$ cat src/logic/splwd_defs.vh
// Constants shared by the split-port link watchdog: register indexes, reset values,
// field positions, timeout table and link state codes.
// Assumes inclusion by bare name from the design files of this block.
`ifndef SPLWD_DEFS_VH
`define SPLWD_DEFS_VH

// Register indexes; the byte address on the bus is four times the index.
`define SPLWD_IDX_SPLIT_EN 30'h0000_3c48
`define SPLWD_IDX_GLOBAL_EN 30'h0000_4141
`define SPLWD_IDX_TIMEOUT_SEL 30'h0000_4171
`define SPLWD_IDX_OFF_DUR 30'h0000_4176
`define SPLWD_IDX_STATUS 30'h0000_4180

// Reset values.
`define SPLWD_RST_SPLIT_EN 7'h00
`define SPLWD_RST_GLOBAL_EN 1'h0
`define SPLWD_RST_TIMEOUT_SEL 3'h5
`define SPLWD_RST_OFF_DUR 8'h05

// Field positions.
`define SPLWD_SPLIT_EN_LSB 1
`define SPLWD_SPLIT_EN_MSB 7
`define SPLWD_SPLIT_EN_P5 5
`define SPLWD_SPLIT_EN_P6 6
`define SPLWD_GLOBAL_EN_BIT 0
`define SPLWD_TIMEOUT_MSB 2
`define SPLWD_REG_MSB 7
`define SPLWD_IDX_LSB 2

// Status field positions.
`define SPLWD_ST_P5_PWR 0
`define SPLWD_ST_P6_PWR 1
`define SPLWD_ST_P5_PULSE 2
`define SPLWD_ST_P6_PULSE 3
`define SPLWD_ST_P5_LS_LSB 4
`define SPLWD_ST_P5_LS_MSB 7
`define SPLWD_ST_P6_LS_LSB 8
`define SPLWD_ST_P6_LS_MSB 11

// Timeout selection codes and their durations in ms.
`define SPLWD_TO_OFF 3'h0
`define SPLWD_TO_C1 3'h1
`define SPLWD_TO_C2 3'h2
`define SPLWD_TO_C3 3'h3
`define SPLWD_TO_C4 3'h4
`define SPLWD_TO_C5 3'h5
`define SPLWD_TO_C6 3'h6
`define SPLWD_TO_MS_NONE 12'h000
`define SPLWD_TO_MS_C1 12'h064
`define SPLWD_TO_MS_C2 12'h0fa
`define SPLWD_TO_MS_C3 12'h1f4
`define SPLWD_TO_MS_C4 12'h2ee
`define SPLWD_TO_MS_C5 12'h3e8
`define SPLWD_TO_MS_C6 12'h7d0

// Off pulse length: base plus step per unit, in ms.
`define SPLWD_OFF_BASE_MS 12'h15e
`define SPLWD_OFF_STEP_MS 12'h00a

// Millisecond tick: clock rate in kHz and tick period in ms.
`define SPLWD_CLK_KHZ 25000
`define SPLWD_TICK_MS 1

// Link state codes that count as stuck when held.
`define SPLWD_LS_DISABLED 4'h4
`define SPLWD_LS_RXDETECT 4'h5
`define SPLWD_LS_INACTIVE 4'h6
`define SPLWD_LS_POLLING 4'h7
`define SPLWD_LS_RECOVERY 4'h8
`define SPLWD_LS_HOTRESET 4'h9

// Bus answers.
`define SPLWD_RESP_OKAY 2'h0
`define SPLWD_RESP_SLVERR 2'h2

`endif

$ cat src/logic/splwd_port.v
// One split port's link watchdog: stuck-link timer and power-off pulse timer.
// Assumes a one-cycle millisecond tick and settings already decoded to ms.
`timescale 1ns/1ps
`include "splwd_defs.vh"

module splwd_port (
	input wire aclk,
	input wire aresetn,
	input wire ms_tick,
	input wire enable,
	input wire [11:0] timeout_ms,
	input wire [11:0] off_ms,
	input wire [3:0] link_state_status,
	output reg split_superspeed_power_out,
	output reg pulsing
);

	reg [3:0] prev_state_q;
	reg [11:0] to_cnt_q;
	reg [11:0] off_cnt_q;
	wire stuck;
	wire same;

	assign stuck = (link_state_status == `SPLWD_LS_DISABLED) || (link_state_status == `SPLWD_LS_RXDETECT) ||
		(link_state_status == `SPLWD_LS_INACTIVE) || (link_state_status == `SPLWD_LS_POLLING) ||
		(link_state_status == `SPLWD_LS_RECOVERY) || (link_state_status == `SPLWD_LS_HOTRESET);
	assign same = (link_state_status == prev_state_q);

	always @(posedge aclk) begin
		if (!aresetn) begin
			prev_state_q <= 4'h0;
			to_cnt_q <= 12'h000;
			off_cnt_q <= 12'h000;
			split_superspeed_power_out <= 1'b1;
			pulsing <= 1'b0;
		end else begin
			prev_state_q <= link_state_status;
			if (pulsing) begin
				// A pulse once started ignores enable and link state; only a shorter off duration written meanwhile cuts its off time short.
				if (ms_tick) begin
					if (off_cnt_q + 12'h001 >= off_ms) begin
						pulsing <= 1'b0;
						split_superspeed_power_out <= 1'b1;
						off_cnt_q <= 12'h000;
						to_cnt_q <= 12'h000;
					end else begin
						off_cnt_q <= off_cnt_q + 12'h001;
					end
				end
			end else if (!enable || !stuck || !same) begin
				to_cnt_q <= 12'h000;
			end else if (ms_tick) begin
				if (to_cnt_q + 12'h001 >= timeout_ms) begin
					to_cnt_q <= 12'h000;
					pulsing <= 1'b1;
					split_superspeed_power_out <= 1'b0;
				end else begin
					to_cnt_q <= to_cnt_q + 12'h001;
				end
			end
		end
	end

endmodule // splwd_port

$ cat src/logic/splwd_top.v
// Split-port link watchdog for the SuperSpeed halves of downstream ports 5 and 6,
// with its configuration registers on an AXI4-Lite slave.
// Assumes link state codes synchronous to aclk and a single 25 MHz clock.
// Settings are used live, so a change written during a count takes effect at once.
`timescale 1ns/1ps
`include "splwd_defs.vh"

module splwd_top #(
	parameter MS_CYCLES = `SPLWD_CLK_KHZ * `SPLWD_TICK_MS
) (
	input wire aclk,
	input wire aresetn,
	input wire [31:0] s_axi_awaddr,
	input wire [2:0] s_axi_awprot,
	input wire s_axi_awvalid,
	output reg s_axi_awready,
	input wire [31:0] s_axi_wdata,
	input wire [3:0] s_axi_wstrb,
	input wire s_axi_wvalid,
	output reg s_axi_wready,
	output reg [1:0] s_axi_bresp,
	output reg s_axi_bvalid,
	input wire s_axi_bready,
	input wire [31:0] s_axi_araddr,
	input wire [2:0] s_axi_arprot,
	input wire s_axi_arvalid,
	output reg s_axi_arready,
	output reg [31:0] s_axi_rdata,
	output reg [1:0] s_axi_rresp,
	output reg s_axi_rvalid,
	input wire s_axi_rready,
	input wire [3:0] p5_link_state_status,
	input wire [3:0] p6_link_state_status,
	output wire p5_split_superspeed_power_out,
	output wire p6_split_superspeed_power_out
);

	// The divider is 15 bits wide, so MS_CYCLES above 32768 would wrap and shorten every time.
	localparam integer TICK_LAST_FULL = MS_CYCLES - 1;
	localparam [14:0] TICK_LAST = TICK_LAST_FULL[14:0];

	// Configuration state.
	reg [6:0] per_port_split_enable_q;
	reg global_split_enable_q;
	reg [2:0] timeout_sel_q;
	reg [7:0] off_dur_q;

	// Write channel bookkeeping.
	reg aw_have_q;
	reg w_have_q;
	reg [29:0] aw_idx_q;
	reg [31:0] w_data_q;
	reg w_lane0_q;

	// Millisecond divider.
	reg [14:0] div_q;
	reg ms_tick_q;

	wire p5_pulsing;
	wire p6_pulsing;
	reg [11:0] timeout_ms;
	wire [11:0] off_ms;
	wire [11:0] off_ext;
	wire p5_enable;
	wire p6_enable;
	reg [31:0] rd_mux;
	reg rd_hit;
	wire [29:0] ar_idx;
	wire [`SPLWD_ST_P6_LS_MSB:0] status_word;
	reg wr_commit;
	reg wr_known;
	reg wr_split_en;
	reg wr_global_en;
	reg wr_timeout_sel;
	reg wr_off_dur;

	// Timeout code to duration; code seven is reserved and treated as off so it can never pulse early.
	always @* begin
		case (timeout_sel_q)
			`SPLWD_TO_C1: timeout_ms = `SPLWD_TO_MS_C1;
			`SPLWD_TO_C2: timeout_ms = `SPLWD_TO_MS_C2;
			`SPLWD_TO_C3: timeout_ms = `SPLWD_TO_MS_C3;
			`SPLWD_TO_C4: timeout_ms = `SPLWD_TO_MS_C4;
			`SPLWD_TO_C5: timeout_ms = `SPLWD_TO_MS_C5;
			`SPLWD_TO_C6: timeout_ms = `SPLWD_TO_MS_C6;
			default: timeout_ms = `SPLWD_TO_MS_NONE;
		endcase
	end

	assign off_ext = {4'h0, off_dur_q};
	assign off_ms = `SPLWD_OFF_BASE_MS + off_ext * `SPLWD_OFF_STEP_MS;

	// Both enables and a valid timeout code are needed before a port is watched.
	assign p5_enable = global_split_enable_q && per_port_split_enable_q[`SPLWD_SPLIT_EN_P5 - `SPLWD_SPLIT_EN_LSB] &&
		(timeout_ms != `SPLWD_TO_MS_NONE);
	assign p6_enable = global_split_enable_q && per_port_split_enable_q[`SPLWD_SPLIT_EN_P6 - `SPLWD_SPLIT_EN_LSB] &&
		(timeout_ms != `SPLWD_TO_MS_NONE);

	always @(posedge aclk) begin
		if (!aresetn) begin
			div_q <= 15'h0000;
			ms_tick_q <= 1'b0;
		end else if (div_q >= TICK_LAST) begin
			div_q <= 15'h0000;
			ms_tick_q <= 1'b1;
		end else begin
			div_q <= div_q + 15'h0001;
			ms_tick_q <= 1'b0;
		end
	end

	// Separate instances keep a stuck port from disturbing the other one.
	splwd_port u_port5 (
		.aclk(aclk),
		.aresetn(aresetn),
		.ms_tick(ms_tick_q),
		.enable(p5_enable),
		.timeout_ms(timeout_ms),
		.off_ms(off_ms),
		.link_state_status(p5_link_state_status),
		.split_superspeed_power_out(p5_split_superspeed_power_out),
		.pulsing(p5_pulsing)
	);

	splwd_port u_port6 (
		.aclk(aclk),
		.aresetn(aresetn),
		.ms_tick(ms_tick_q),
		.enable(p6_enable),
		.timeout_ms(timeout_ms),
		.off_ms(off_ms),
		.link_state_status(p6_link_state_status),
		.split_superspeed_power_out(p6_split_superspeed_power_out),
		.pulsing(p6_pulsing)
	);

	// Write path: address and data are accepted in either order, then answered together.
	always @(posedge aclk) begin
		if (!aresetn) begin
			s_axi_awready <= 1'b1;
			s_axi_wready <= 1'b1;
			s_axi_bvalid <= 1'b0;
			s_axi_bresp <= `SPLWD_RESP_OKAY;
			aw_have_q <= 1'b0;
			w_have_q <= 1'b0;
			aw_idx_q <= 30'h0000_0000;
			w_data_q <= 32'h0000_0000;
			w_lane0_q <= 1'b0;
		end else begin
			if (s_axi_awvalid && s_axi_awready) begin
				aw_idx_q <= s_axi_awaddr[31:`SPLWD_IDX_LSB];
				aw_have_q <= 1'b1;
				s_axi_awready <= 1'b0;
			end
			if (s_axi_wvalid && s_axi_wready) begin
				w_data_q <= s_axi_wdata;
				w_lane0_q <= s_axi_wstrb[0];
				w_have_q <= 1'b1;
				s_axi_wready <= 1'b0;
			end
			if (wr_commit) begin
				aw_have_q <= 1'b0;
				w_have_q <= 1'b0;
				s_axi_bvalid <= 1'b1;
				// Unmapped writes are refused with an error and leave every setting untouched.
				s_axi_bresp <= wr_known ? `SPLWD_RESP_OKAY : `SPLWD_RESP_SLVERR;
			end
			if (s_axi_bvalid && s_axi_bready) begin
				s_axi_bvalid <= 1'b0;
				s_axi_awready <= 1'b1;
				s_axi_wready <= 1'b1;
			end
		end
	end

	// Write decode: one strobe per writable register, raised in the cycle the write commits.
	always @* begin
		wr_commit = aw_have_q && w_have_q && !s_axi_bvalid;
		wr_known = 1'b1;
		wr_split_en = 1'b0;
		wr_global_en = 1'b0;
		wr_timeout_sel = 1'b0;
		wr_off_dur = 1'b0;
		case (aw_idx_q)
			`SPLWD_IDX_SPLIT_EN: begin
				wr_split_en = wr_commit && w_lane0_q;
			end
			`SPLWD_IDX_GLOBAL_EN: begin
				wr_global_en = wr_commit && w_lane0_q;
			end
			`SPLWD_IDX_TIMEOUT_SEL: begin
				wr_timeout_sel = wr_commit && w_lane0_q;
			end
			`SPLWD_IDX_OFF_DUR: begin
				wr_off_dur = wr_commit && w_lane0_q;
			end
			`SPLWD_IDX_STATUS: begin
				wr_known = 1'b1;
			end
			default: begin
				wr_known = 1'b0;
			end
		endcase
	end

	// All writable registers are one byte wide, so only lane zero carries data.
	always @(posedge aclk) begin
		if (!aresetn) begin
			per_port_split_enable_q <= `SPLWD_RST_SPLIT_EN;
			global_split_enable_q <= `SPLWD_RST_GLOBAL_EN;
			timeout_sel_q <= `SPLWD_RST_TIMEOUT_SEL;
			off_dur_q <= `SPLWD_RST_OFF_DUR;
		end else begin
			if (wr_split_en) begin
				per_port_split_enable_q <= w_data_q[`SPLWD_SPLIT_EN_MSB:`SPLWD_SPLIT_EN_LSB];
			end
			if (wr_global_en) begin
				global_split_enable_q <= w_data_q[`SPLWD_GLOBAL_EN_BIT];
			end
			if (wr_timeout_sel) begin
				timeout_sel_q <= w_data_q[`SPLWD_TIMEOUT_MSB:0];
			end
			if (wr_off_dur) begin
				off_dur_q <= w_data_q[`SPLWD_REG_MSB:0];
			end
		end
	end

	// Status is read-only and gathers each port's live power, pulse and link state.
	assign status_word[`SPLWD_ST_P5_PWR] = p5_split_superspeed_power_out;
	assign status_word[`SPLWD_ST_P6_PWR] = p6_split_superspeed_power_out;
	assign status_word[`SPLWD_ST_P5_PULSE] = p5_pulsing;
	assign status_word[`SPLWD_ST_P6_PULSE] = p6_pulsing;
	assign status_word[`SPLWD_ST_P5_LS_MSB:`SPLWD_ST_P5_LS_LSB] = p5_link_state_status;
	assign status_word[`SPLWD_ST_P6_LS_MSB:`SPLWD_ST_P6_LS_LSB] = p6_link_state_status;

	assign ar_idx = s_axi_araddr[31:`SPLWD_IDX_LSB];

	always @* begin
		rd_mux = 32'h0000_0000;
		rd_hit = 1'b1;
		case (ar_idx)
			`SPLWD_IDX_SPLIT_EN: begin
				rd_mux[`SPLWD_SPLIT_EN_MSB:`SPLWD_SPLIT_EN_LSB] = per_port_split_enable_q;
			end
			`SPLWD_IDX_GLOBAL_EN: begin
				rd_mux[`SPLWD_GLOBAL_EN_BIT] = global_split_enable_q;
			end
			`SPLWD_IDX_TIMEOUT_SEL: begin
				rd_mux[`SPLWD_TIMEOUT_MSB:0] = timeout_sel_q;
			end
			`SPLWD_IDX_OFF_DUR: begin
				rd_mux[`SPLWD_REG_MSB:0] = off_dur_q;
			end
			`SPLWD_IDX_STATUS: begin
				rd_mux[`SPLWD_ST_P6_LS_MSB:0] = status_word;
			end
			default: begin
				// Unmapped reads return zero with an error answer.
				rd_hit = 1'b0;
			end
		endcase
	end

	// Read path: one read at a time, answered the cycle after the address is taken.
	always @(posedge aclk) begin
		if (!aresetn) begin
			s_axi_arready <= 1'b1;
			s_axi_rvalid <= 1'b0;
			s_axi_rdata <= 32'h0000_0000;
			s_axi_rresp <= `SPLWD_RESP_OKAY;
		end else begin
			if (s_axi_arvalid && s_axi_arready) begin
				s_axi_arready <= 1'b0;
				s_axi_rvalid <= 1'b1;
				s_axi_rdata <= rd_mux;
				s_axi_rresp <= rd_hit ? `SPLWD_RESP_OKAY : `SPLWD_RESP_SLVERR;
			end
			if (s_axi_rvalid && s_axi_rready) begin
				s_axi_rvalid <= 1'b0;
				s_axi_arready <= 1'b1;
			end
		end
	end

endmodule // splwd_top

$ cat config.mk
export PLATFORM = sky130hd
export DESIGN_NAME = splwd_top
export DESIGN_NICKNAME = d
export VERILOG_FILES = /design/src/logic/splwd_port.v /design/src/logic/splwd_top.v
export VERILOG_INCLUDE_DIRS = /design/src /design/src/logic
export SDC_FILE = /design/constraint.sdc
export NUM_CORES = 1
export LEC_CHECK = 0
export BUFFER_PORTS_ARGS = -buffer_cell sky130_fd_sc_hd__clkbuf_2
export CORE_ASPECT_RATIO = 0.7
export CORE_UTILIZATION = 40
export DETAILED_ROUTE_END_ITERATION = 6
export SYNTH_ARGS = -nofsm -noshare
export SYNTH_HDL_FRONTEND = slang
export SYNTH_SLANG_ARGS = --single-unit
export TNS_END_PERCENT = 5
$ cat constraint.sdc
create_clock -name aclk -period 11 [get_ports aclk]
set_input_delay 1.1 -clock aclk [delete_from_list [all_inputs] [get_ports aclk]]
set_output_delay 1.1 -clock aclk [all_outputs]
set_load 0.01 [all_outputs]
Word level (Yosys, flattened, before mapping) --
Index checks and enable logic that the tools add are counted.
Storage, ports and cells: latch bits 0, bits of input ports 121, bits in read-only memories 0, memory bits (writable) 0, word-level logic and storage cells 180, output and inout port bits 43, flip-flop bits (word level) 157, memories 0
Operators by class: reduce and logical (&&, ||, !) cells 50, mux-type cells 52, equal/unequal tests 36, shifts and indexed selects 0, order comparisons 5, bitwise logic cells 1, multipliers 1, divide/modulo/power cells 0, add/sub/neg operators 6
Operators by type and width (count):
- equality test 30 x 15 -> 1 bit (second input constant) | 8
- 2-to-1 mux 12 bit | 14
- one-hot mux 11 bit (6 select lines) | 1
- equality test 30 x 14 -> 1 bit (second input constant) | 2
- adder 12 x 1 -> 12 bit (second input constant) | 4
- equality test 4 x 3 -> 1 bit (second input constant) | 8
- 2-to-1 mux 1 bit | 31
- >= comparator 12 x 11 -> 1 bit | 2
- >= comparator 12 bit | 2
- equality test 4 bit (second input constant) | 4
- adder 15 x 1 -> 15 bit (second input constant) | 1
- >= comparator 15 bit (second input constant) | 1
- one-hot mux 5 bit (3 select lines) | 1
- logical OR 1 bit | 14
- adder 9 x 12 -> 12 bit (first input constant) | 1
- logical AND 1 bit | 12
- nonzero test 12 bit | 1
- multiplier 8 x 3 -> 11 bit (second input constant) | 1
- AND reduction 5 bit | 2
- OR reduction 5 bit | 2
- equality test 3 bit (second input constant) | 3
- equality test 4 bit | 2
- != test 2 bit (second input constant) | 4
- one-hot mux 2 bit (4 select lines) | 1
- other kinds (12) | 29

Longest topological paths before layout --
Gate-level depths: netlist of run 1.
word-level depth 11, gate-level depth with buffers 17, gate-level depth less buffers 16

By module --
Synthesis of run 1 repeated with hierarchy kept, for this count alone.
Second synthesis, totals: cell total of the unflattened synthesis 1160, area, all modules 9196.3 µm²
Modules (own cells, without submodules):
- splwd_top | instances 1, area an instance 4742.0 µm², cells an instance 574, sequential area each 1901.8 µm²
- splwd_port | instances 2, area an instance 2227.1 µm², cells an instance 293, sequential area each 600.6 µm²

Worst setup path after synthesis of run 1 --
Ideal clock, no wire load.
path kind register -> register, start reg off_dur_q[1], end reg u_port5.to_cnt_q[10], period minus slack after synthesis 4.159 ns, data arrival time 4.087 ns, setup time 0.072 ns, path slack 6.841 ns, path buffers 1, required time 10.928 ns, cell stages (with the launch flop) 18, cell sequence dfxtp_1 > ha_1 > ha_1 > fa_1 > xor2_1 > a21oi_1 > o32ai_1 > xnor2_1 > ha_1 > nand4_1 > nor3_1 > o31a_1 > nor3_1 > o31a_1 > maj3_2 > o22ai_4 > buf_6 > mux2i_1
On the way: cells in the longest elaborated chain, start to end 5
RTL lines:
- start, declared | RTL line splwd_top.v:46 | reg [7:0] off_dur_q;
- start signal, assigned | RTL line splwd_top.v:212 | off_dur_q <= `SPLWD_RST_OFF_DUR;
- start signal, assigned | RTL line splwd_top.v:224 | off_dur_q <= w_data_q[`SPLWD_REG_MSB:0];
- multiplier 8 x 3 -> 11 bit (no source line)
- adder 9 x 12 -> 12 bit (no source line)
- >= comparator 12 bit | RTL line splwd_port.v:41 | if (off_cnt_q + 12'h001 >= off_ms) begin
- != test 2 bit (no source line)
- AND reduction 3 bit (no source line)
- end signal, assigned | RTL line splwd_port.v:58 | to_cnt_q <= to_cnt_q + 12'h001;
- end, declared | RTL line splwd_port.v:19 | reg [11:0] to_cnt_q;
Every way passes these cells. A chain may end at the register's enable or synchronous reset.

Worst setup path in the final report of run 1 --
start reg off_dur_q[1], end reg u_port6.to_cnt_q[8]
On the way: cells in the longest elaborated chain, start to end 5
RTL lines (RTL line):
- multiplier 8 x 3 -> 11 bit (no source line)
- adder 9 x 12 -> 12 bit (no source line)
- >= comparator 12 bit | splwd_port.v:41
- != test 2 bit (no source line)
- AND reduction 3 bit (no source line)
- end signal, assigned | splwd_port.v:58
- end, declared | splwd_port.v:19
Every way passes these cells.

==> results of run 1 <==
==> power breakdown <==
group	leakage, nW	internal (mW)	switching, mW	total (mW)
Sequential	1.26	0.576	0.0103	0.586
Clock	0.287	0.365	0.251	0.616
Combinational	2.74	0.0313	0.0456	0.0769
Total	4.29	0.972	0.307	1.28
==> kinds of logic after synthesis <==
family,share of synthesized area [%]
simple gates,25.7
buf+inv,4.49
xor+xnor,5.67
compound gates,17.6
mux,2.79
fa+ha+maj,8.43
other cells,0.0426
flops,35.3
==> worst max-delay path: cells and delay by family, from the launching register on <==
family | cells | cell delay, ps
flops | 1 | 450
compound gates | 7 | 2180
fa+ha+maj | 5 | 1710
xor+xnor | 2 | 560
==> placed cells by master, fill, tap and decap left out, drive strengths merged, types with 8 or more instances in the layout <==
master	n
nand2	200
dfxtp	155
clkbuf	122
nor2	78
ha	56
nand3	49
a21boi	43
o21ai	40
xor2	32
xnor2	25
inv	24
conb	22
a21oi	22
mux2i	20
and2	19
nor3	18
nand2b	17
nor4	17
a21o	12
nor2b	12
and3	11
a32o	11
or2	9
or3	9
nand4	9
o22ai	8
==> state kept, by name (all words and copies together), names as in the netlist, 3 cells and up <==
signal	cells
s_axi_rdata	12
timeout_sel_q	3
per_port_split_enable_q	7
u_port6.to_cnt_q	12
u_port6.prev_state_q	4
div_q	15
u_port5.to_cnt_q	12
w_data_q	8
u_port5.off_cnt_q	12
off_dur_q	8
u_port5.prev_state_q	4
aw_idx_q	30
u_port6.off_cnt_q	12
==> worst min-delay path by stage <==
stage / slack (ps) / depth (start not counted) / endpoint
finish: 450 / 2 / u_port5.to_cnt_q[11]
global route: 470 / 1 / div_q[0]
CTS: 450 / 2 / u_port5.to_cnt_q[11]
detailed placement: 440 / 2 / u_port5.to_cnt_q[11]
global placement: 430 / 1 / div_q[0]
floorplan: 420 / 1 / div_q[0]
==> through the flow <==
stage               utilization (%)  setup WS (ps)
finish                         47.7           6010
detailed placement             44.8           6130
global placement               44.8           6140
global route                   47.7           5690
CTS                            47.7           6060
floorplan                         -           6840
==> metal layers <==
layer  vias up  share of wire, %  global-route usage (%)
li1       3907                 -                       -
met1      3498                56                    31.9
met2       160                39                    27.3
met3        16               4.6                    3.65
met4         0              0.96                    5.88
met5         -                 0                       0
==> cell type report <==
cell class	count	share of cell area, %
clock buffer	19	4.40
tap	276	3.43
sequential	155	30.8
multi-input combinational	844	53.4
clock inverter	12	1.64
inverter	22	0.820
timing repair buffer	108	5.47
==> run metrics, run 1 <==
clk sink count ~160; Yosys cell types 78; commonest cells in the netlist nand2_1, dfxtp_1, nor2_1, ha_1, nand3_1; crit path from off_dur_q[1]; initial antenna violation count 0; grt total ovfl 0; endpoint class of the critical path flop; largest net degree at the start of global routing 102; flop2flop setup slack ~6000 ps; post-DP HPWL ~16 mm; post-route cell area 10100 um2; DRT Pass-1 Iters 7; TritonCTS clock tree yes; all-layer global routing usage 20.3%; Die Area 22600 um2; worst rel slew slack 19.9%; maximum VDD drop 89.7 uV; area of the multi-input gates 5380 um2; R2R depth 14; sequential area share after synthesis 35.3%; Post-Place Cell Area between 9000 and 10000 um2; Area Overhead vs Synth 14.5%; Critical Path Fanout Max 12; CP Cell Sequence ha_1 > ha_1 > fa_1 > xor2_1 > a21oi_1 > o32ai_1 > xnor2_1 > ha_1 > o21a_1 > o2bb2ai_1 > o21ai_0 > maj3_1 > a31oi_1 > a221o_1; area share of the largest cell type after synthesis 35.3%; port bufs 104; Final Skew around 11 ps; DRC 14; status complete, but fails checks; core area 21100 um2; vias in the first global route 6918; Seq. cell area 3100 um2; Main synth FF type dfxtp_1; most common cell in the netlist nand2_1; fin crit period 4990 ps; number of synthesis warnings 0; Post-CTS Resized 0; via count 7581; Critical Path RT 11370 ps; synth top area cells dfxtp_1, nand2_1, ha_1, a21boi_0, nor2_1; fin cells 1436; Startpoint Class flop; CTS root buffer clkbuf_16; Cell Pwr Density 127 nW/um2; I/O pins 164; cts hold-fix bufs 0; # rows 44; area leader, netlist dfxtp_1; FF+latch count, synth about 160; Largest stage delay, worst path 900 ps; share of cells above drive strength 1 14.3%; reg2reg start off_dur_q[1]; most frequent CP cell ha_1; Clock Latency Late Sink around 430 ps; Crit-path slowest cell a31oi_1; final WL 21.9 mm; initial core utilization 41.6%; Hold WS 447 ps; Max clock buf depth 2; Die Y around 130 um; EDFF count, synth 0; WL per Instance 15.3 um; worst r2r dst u_port6.to_cnt_q[8]; Power Total between 1 and 1.5 mW; Fill cells 2113; first-pass GRT wire length 36.0 mm; Critical path destination u_port6.to_cnt_q[8]; Cells after DPL 1405; failing checks DRC; Final Net Count approximately 1300; Arrival @ worst endpoint about 5400 ps; Async S/R FF share, synth 0%; Tightest Pin Transition 1200 ps; Max Clk Rate 0.201 GHz; clk slew on worst S/H paths 70 ps; Min-Delay Path Class reg -> reg; final period utilization 45.3%; H-Tree Depth 4; DR vias/cell 5.28; total negative setup slack 0 ps; Crit Path Class reg -> reg; Setup Fix Bufs, Post-CTS 0; DRT iter0 DRCs 444; Min-Delay Startpoint u_port5.to_cnt_q[11]; Post-Syn Area per Cell 8.31 um2; MaxCap Viol Count 0; setup violators final 0; Syn Inst Count 1058; GP Congestion 0.817; cts bufs inserted 17; Hold Fails Final Rpt 0; area of the mapped netlist 8800 um2; die width 179 um; Routed Antenna Nets 0; LEAKAGE 4.29 nW; RSZ-0062 raised after global routing no; diode count 0; final max-slew violation count 0
Note: power is estimated with default switching activity, not from simulation.
==> inputs of run 2 (changes only) <==
- ABC_AREA: not set -> 1
- clock period: 11 -> 4.7 ns (I/O delays scaled with it)
==> run metrics, run 2 <==
LEAKAGE approximately 4.7 nW; Max Clk Rate 0.255 GHz; Main synth FF type dfxtp_1; Cell Pwr Density 290 nW/um2; DRT Pass-1 Iters 5; # rows 45; clk sink count 155; CTS root buffer clkbuf_16; FF+latch count, synth 155; initial core utilization 41.1%; final max-slew violation count 0; sequential area share after synthesis between 30% and 40%; Final Net Count 1553; status finished, final reports clean; core area 21900 um2; commonest cells in the netlist nand2_1, dfxtp_1, nor2_1, inv_1, a21oi_1; Syn Inst Count 1289; Die Y roughly 130 um; I/O pins 164; RSZ-0062 raised after global routing no; Startpoint Class flop; maximum VDD drop about 270 uV; worst rel slew slack 35.6%; final WL 22.4 mm; die width roughly 180 um; number of synthesis warnings 0; area of the mapped netlist ~9000 um2; Clock Latency Late Sink roughly 440 ps; Final Skew 15.0 ps; port bufs about 100; Die Area about 23000 um2; Cells after DPL approximately 1600; H-Tree Depth 4; commonest non-fill, non-tap cells in the layout nand2_1, dfxtp_1, nor2_1; grt total ovfl 0; Critical Path Fanout Max 11; Async S/R FF share, synth 0%; number of flip-flops in the largest register 30; largest net degree at the start of global routing 102; Most flops, register aw_idx_q; Max clock buf depth 2; MaxCap Viol Count 0; Routed Antenna Nets 0; diode count 0; vias in the first global route 7401; Yosys cell types 49; GP Congestion 0.826; post-DP HPWL between 15 and 20 mm; Min-Delay Path Class in -> reg; fin cells 1670; Post-Syn Area per Cell roughly 7 um2; synth top area cells dfxtp_1, nand2_1, ha_1, nor2_1, inv_1; Largest regs aw_idx_q x30, div_q x15; DR vias/cell 5.01; cts bufs inserted 17; clk slew on worst S/H paths 70 ps; setup violators final 0; Setup Fix Bufs, Post-CTS 0; first-pass GRT wire length 36.9 mm; most common cell in the netlist nand2_1; fin crit period 3920 ps; area share of the largest cell type after synthesis 34.4%; via count 8364; DRT iter0 DRCs 554; Post-CTS Resized 0; all-layer global routing usage 19.9%; commonest non-fill, non-tap cell in the layout nand2_1; Hold Fails Final Rpt 0; EDFF count, synth 0; Area Overhead vs Synth 13.4%; TritonCTS clock tree yes; Tightest Pin Transition 966 ps; Arrival @ worst endpoint about 4300 ps; DRC 0; share of cells above drive strength 1 around an eighth; cts hold-fix bufs 0; total negative setup slack 0 ps; Crit Path Class reg -> reg; WL per Instance ~13 um; area leader, netlist dfxtp_1; initial antenna violation count 0; final period utilization 83.4%; Critical Path RT 5060 ps; endpoint class of the critical path flop
-- run 2: worst max-delay path, cell delays in order (launching register included) --
cell and delay, ps:
dfxtp_1 410, ha_1 260, ha_1 240, fa_1 450, xnor2_1 280, nand2_1 120, xnor2_1 270, ha_1 290
nand2_1 90, nor2_1 50, nor3_1 130, nand2_1 80, nand2_1 60, nand2_1 40, nor2_1 80, nand2_1 50
nand2_1 70, nand2_2 70, nand2_1 300, nand2_1 110, or2_2 280, a21oi_1 120
-- run 2: through the flow --
stage               power, mW  instance area (um2)  utilization (%)  setup WS [ps]  hold slack, ps
floorplan                1.54                 9090                -           1430             418
global placement         1.60                 9630             44.0            830             431
detailed placement       1.61                 9630             44.0            782             437
CTS                      3.00                10200             46.6            727             255
global route             3.10                10200             46.6            281             269
finish                   2.97                10200             46.6            778             272
-- run 2: logic make-up (layout without fill, tap and decap cells) --
group	Yosys count	after routing	share of synthesized area, %
buffers and inverters	213	291	10.2
DFF	155	155	34.4
other	1	22	0.0416
adders and majority gates	57	57	8.00
AOI/OAI and AO/OA	197	197	11.7
and+or+nand+nor	617	617	30.8
xor gates and xnor gates	49	49	4.76
-- run 2: where the power goes --
part           switching (mW)  leakage [nW]  internal [mW]
registers              0.0236          1.26           1.36
logic                   0.125          3.19         0.0708
clock network           0.635         0.290          0.755
total                   0.783          4.75           2.18
-- run 2: final timing paths --
path	from	to	slack, ps	depth (start not counted)
min reg2reg	div_q[0]	div_q[0]	450	1
min	p6_link_state_status[0]	u_port6.prev_state_q[0]	270	3
max	off_dur_q[3]	u_port5.off_cnt_q[11]	780	21
max reg2reg	off_dur_q[3]	u_port5.off_cnt_q[11]	780	21
-- run 2: final cells by class --
| cell class | count | area, um2 |
|---|---|---|
| Clock buffer | 18 | 429 |
| Fill cell | 2222 | 11700 |
| Timing Repair Buffer | 106 | 536 |
| Clock inverter | 14 | 154 |
| Inverter | 153 | 574 |
| Tap cell | 282 | 353 |
| Multi-Input combinational cell | 942 | 5060 |
| Sequential cell | 155 | 3100 |
-- run 2: metal layers --
layer	vias up	GRT usage [%]	wire length, um
li1	4340	-	-
met1	3804	28.6	11700
met2	203	30.2	9390
met3	17	3.96	1080
met4	0	5.33	235
met5	-	0	0
==> inputs of run 3 (changes only) <==
- clock period: 4.7 -> 3.7 ns (I/O delays scaled with it)
==> run metrics, run 3 (synthesis gave the netlist of run 2 again) <==
I/O pins ~160; Final Skew between 15 and 20 ps; Max Clk Rate 0.292 GHz; Die Y between 100 and 150 um; H-Tree Depth 4; dpl ws 99.5 ps; cts bufs inserted 17; clk sink count roughly 160; commonest non-fill, non-tap cell in the layout nand2_1; cts hold-fix bufs 0; post-route cell area 10500 um2; Crit-path slowest cell fa_2; Cell Pwr Density 361 nW/um2; Post-Place Cell Area 9770 um2; endpoint class of the critical path flop; initial core utilization 41.1%; clk slew on worst S/H paths 70 ps; Min-Delay Startpoint p6_link_state_status[0]; fin crit period 3420 ps; reg2reg start off_dur_q[3]; DR vias/cell between 4 and 5; CTS root buffer clkbuf_16; GP Congestion 0.844; # rows 45; Arrival @ worst endpoint 3790 ps; first-pass GRT wire length 38.2 mm; worst rel slew slack 37.2%; Critical Path RT 4070 ps; via count between 8000 and 9000; Die Area 23100 um2; die width 181 um; WL per Instance 13.7 um; Seq. cell area 3110 um2; Area Overhead vs Synth 16.7%; Startpoint Class flop; core area 21900 um2; LEAKAGE 4.85 nW; MaxCap Viol Count 0; Crit Path Class reg -> reg; initial antenna violation count 0; grt total ovfl 0; status finished, final reports clean; Min-Delay Path Class in -> reg; DRC 0; crit path from off_dur_q[3]; share of cells above drive strength 1 between 15 and 20%; vias in the first global route 7645; fin cells 1688; Fill cells approximately 2200; all-layer global routing usage 20.5%; Cells after DPL 1653; diode count 0; maximum VDD drop about 280 uV; Largest stage delay, worst path around 600 ps; most frequent CP cell nand2_1; TritonCTS clock tree yes; final max-slew violation count 0; DRT iter0 DRCs between 500 and 600; fin worst setup slack around 280 ps; Hold Fails Final Rpt 0; post-DP HPWL 17.3 mm; commonest non-fill, non-tap cells in the layout nand2_1, dfxtp_1, nor2_1; Critical Path Fanout Max 8; Max clock buf depth 2; final period utilization 92.5%; area of the multi-input gates between 5000 and 6000 um2; final WL 23.1 mm; setup violators final 0; port bufs 104; Most flops, register aw_idx_q; Clock Latency Late Sink 440 ps; CP Cell Sequence ha_4 > ha_4 > fa_2 > nand2_1 > nand2_2 > xnor2_1 > buf_4 > ha_1 > nand2_1 > nor2_1 > nor3_1 > nand2_1 > nand2_1 > nand2_1 > nor2_1 > nand2_1 > nand2_1 > nand2_2 > nand3_4 > nand3_4 > nand2_1 > nand2_1 > nor2_2; number of flip-flops in the largest register 30; Final Net Count roughly 1600; Largest regs aw_idx_q x30, div_q x15; largest net degree at the start of global routing between 100 and 150; Tightest Pin Transition 942 ps; DRT Pass-1 Iters 4; Routed Antenna Nets 0
==> run 3: cell types whose count changed in the layout (fill, tap and decap cells not counted), moves of 3 or more <==
cell and delta:
nand2_1 -3, ha_1 -4, nand3_4 +3, nand2_2 +3, dfxtp_1 -3, buf_4 +16
==> run 3: layout make-up <==
| type | count | share of cell area, % |
|---|---|---|
| well taps | 282 | 3.36 |
| repair buffers | 124 | 6.62 |
| clock buffers | 19 | 4.31 |
| multi-input cells | 943 | 49.3 |
| flip-flops and latches | 155 | 29.6 |
| clock inverters | 12 | 1.35 |
| inverters | 153 | 5.46 |
==> run 3: where the power goes <==
| group | total (mW) | switching (mW) | internal (mW) | leakage (nW) |
|---|---|---|---|---|
| sequential | 1.75 | 0.0303 | 1.72 | 1.27 |
| clock | 1.79 | 0.796 | 0.992 | 0.294 |
| combinational | 0.252 | 0.160 | 0.0917 | 3.29 |
| total | 3.79 | 0.987 | 2.81 | 4.85 |
==> run 3: what timing repair did <==
action	CTS	global route
resized for setup	0	24
buffers inserted	0	3
endpoints found under the setup margin	0	46
==> run 3: metal layers <==
metal	part of all wire [%]	wire length (um)	GRT usage, %	vias to the layer above
li1	-	-	-	4382
met1	53	12300	30.1	3778
met2	42	9660	31.2	169
met3	3.8	883	3.36	15
met4	0.98	225	5.08	0
met5	0	0	0	-
==> run 3: path summary, 6_finish.rpt <==
path,to,slack (ps),cells past startpoint
worst min register to register,u_port5.to_cnt_q[11],450,2
worst min-delay path,u_port6.prev_state_q[0],170,3
worst max register to register,u_port5.to_cnt_q[0],280,23
worst max-delay path,u_port5.to_cnt_q[0],280,23
==> run 3: critical path: cells and delay by family (launching register included) <==
| family | cells | cell delay (ps) |
|---|---|---|
| simple gates | 17 | 1490 |
| buf+inv | 1 | 140 |
| flops | 1 | 360 |
| fa+ha+maj | 4 | 1290 |
| xor+xnor | 1 | 70 |
==> run 3: stage by stage <==
stage          setup TNS, ps  util, %  hold WS (ps)  total power, mW
5_1_grt                -6.65     48.0           178             3.95
3_3_place_gp               0     44.6           434             2.04
3_5_place_dp               0     44.6           445             2.05
2_1_floorplan              0        -           418             1.96
6_report                   0     48.0           168             3.79
4_1_cts                    0     47.3           156             3.84
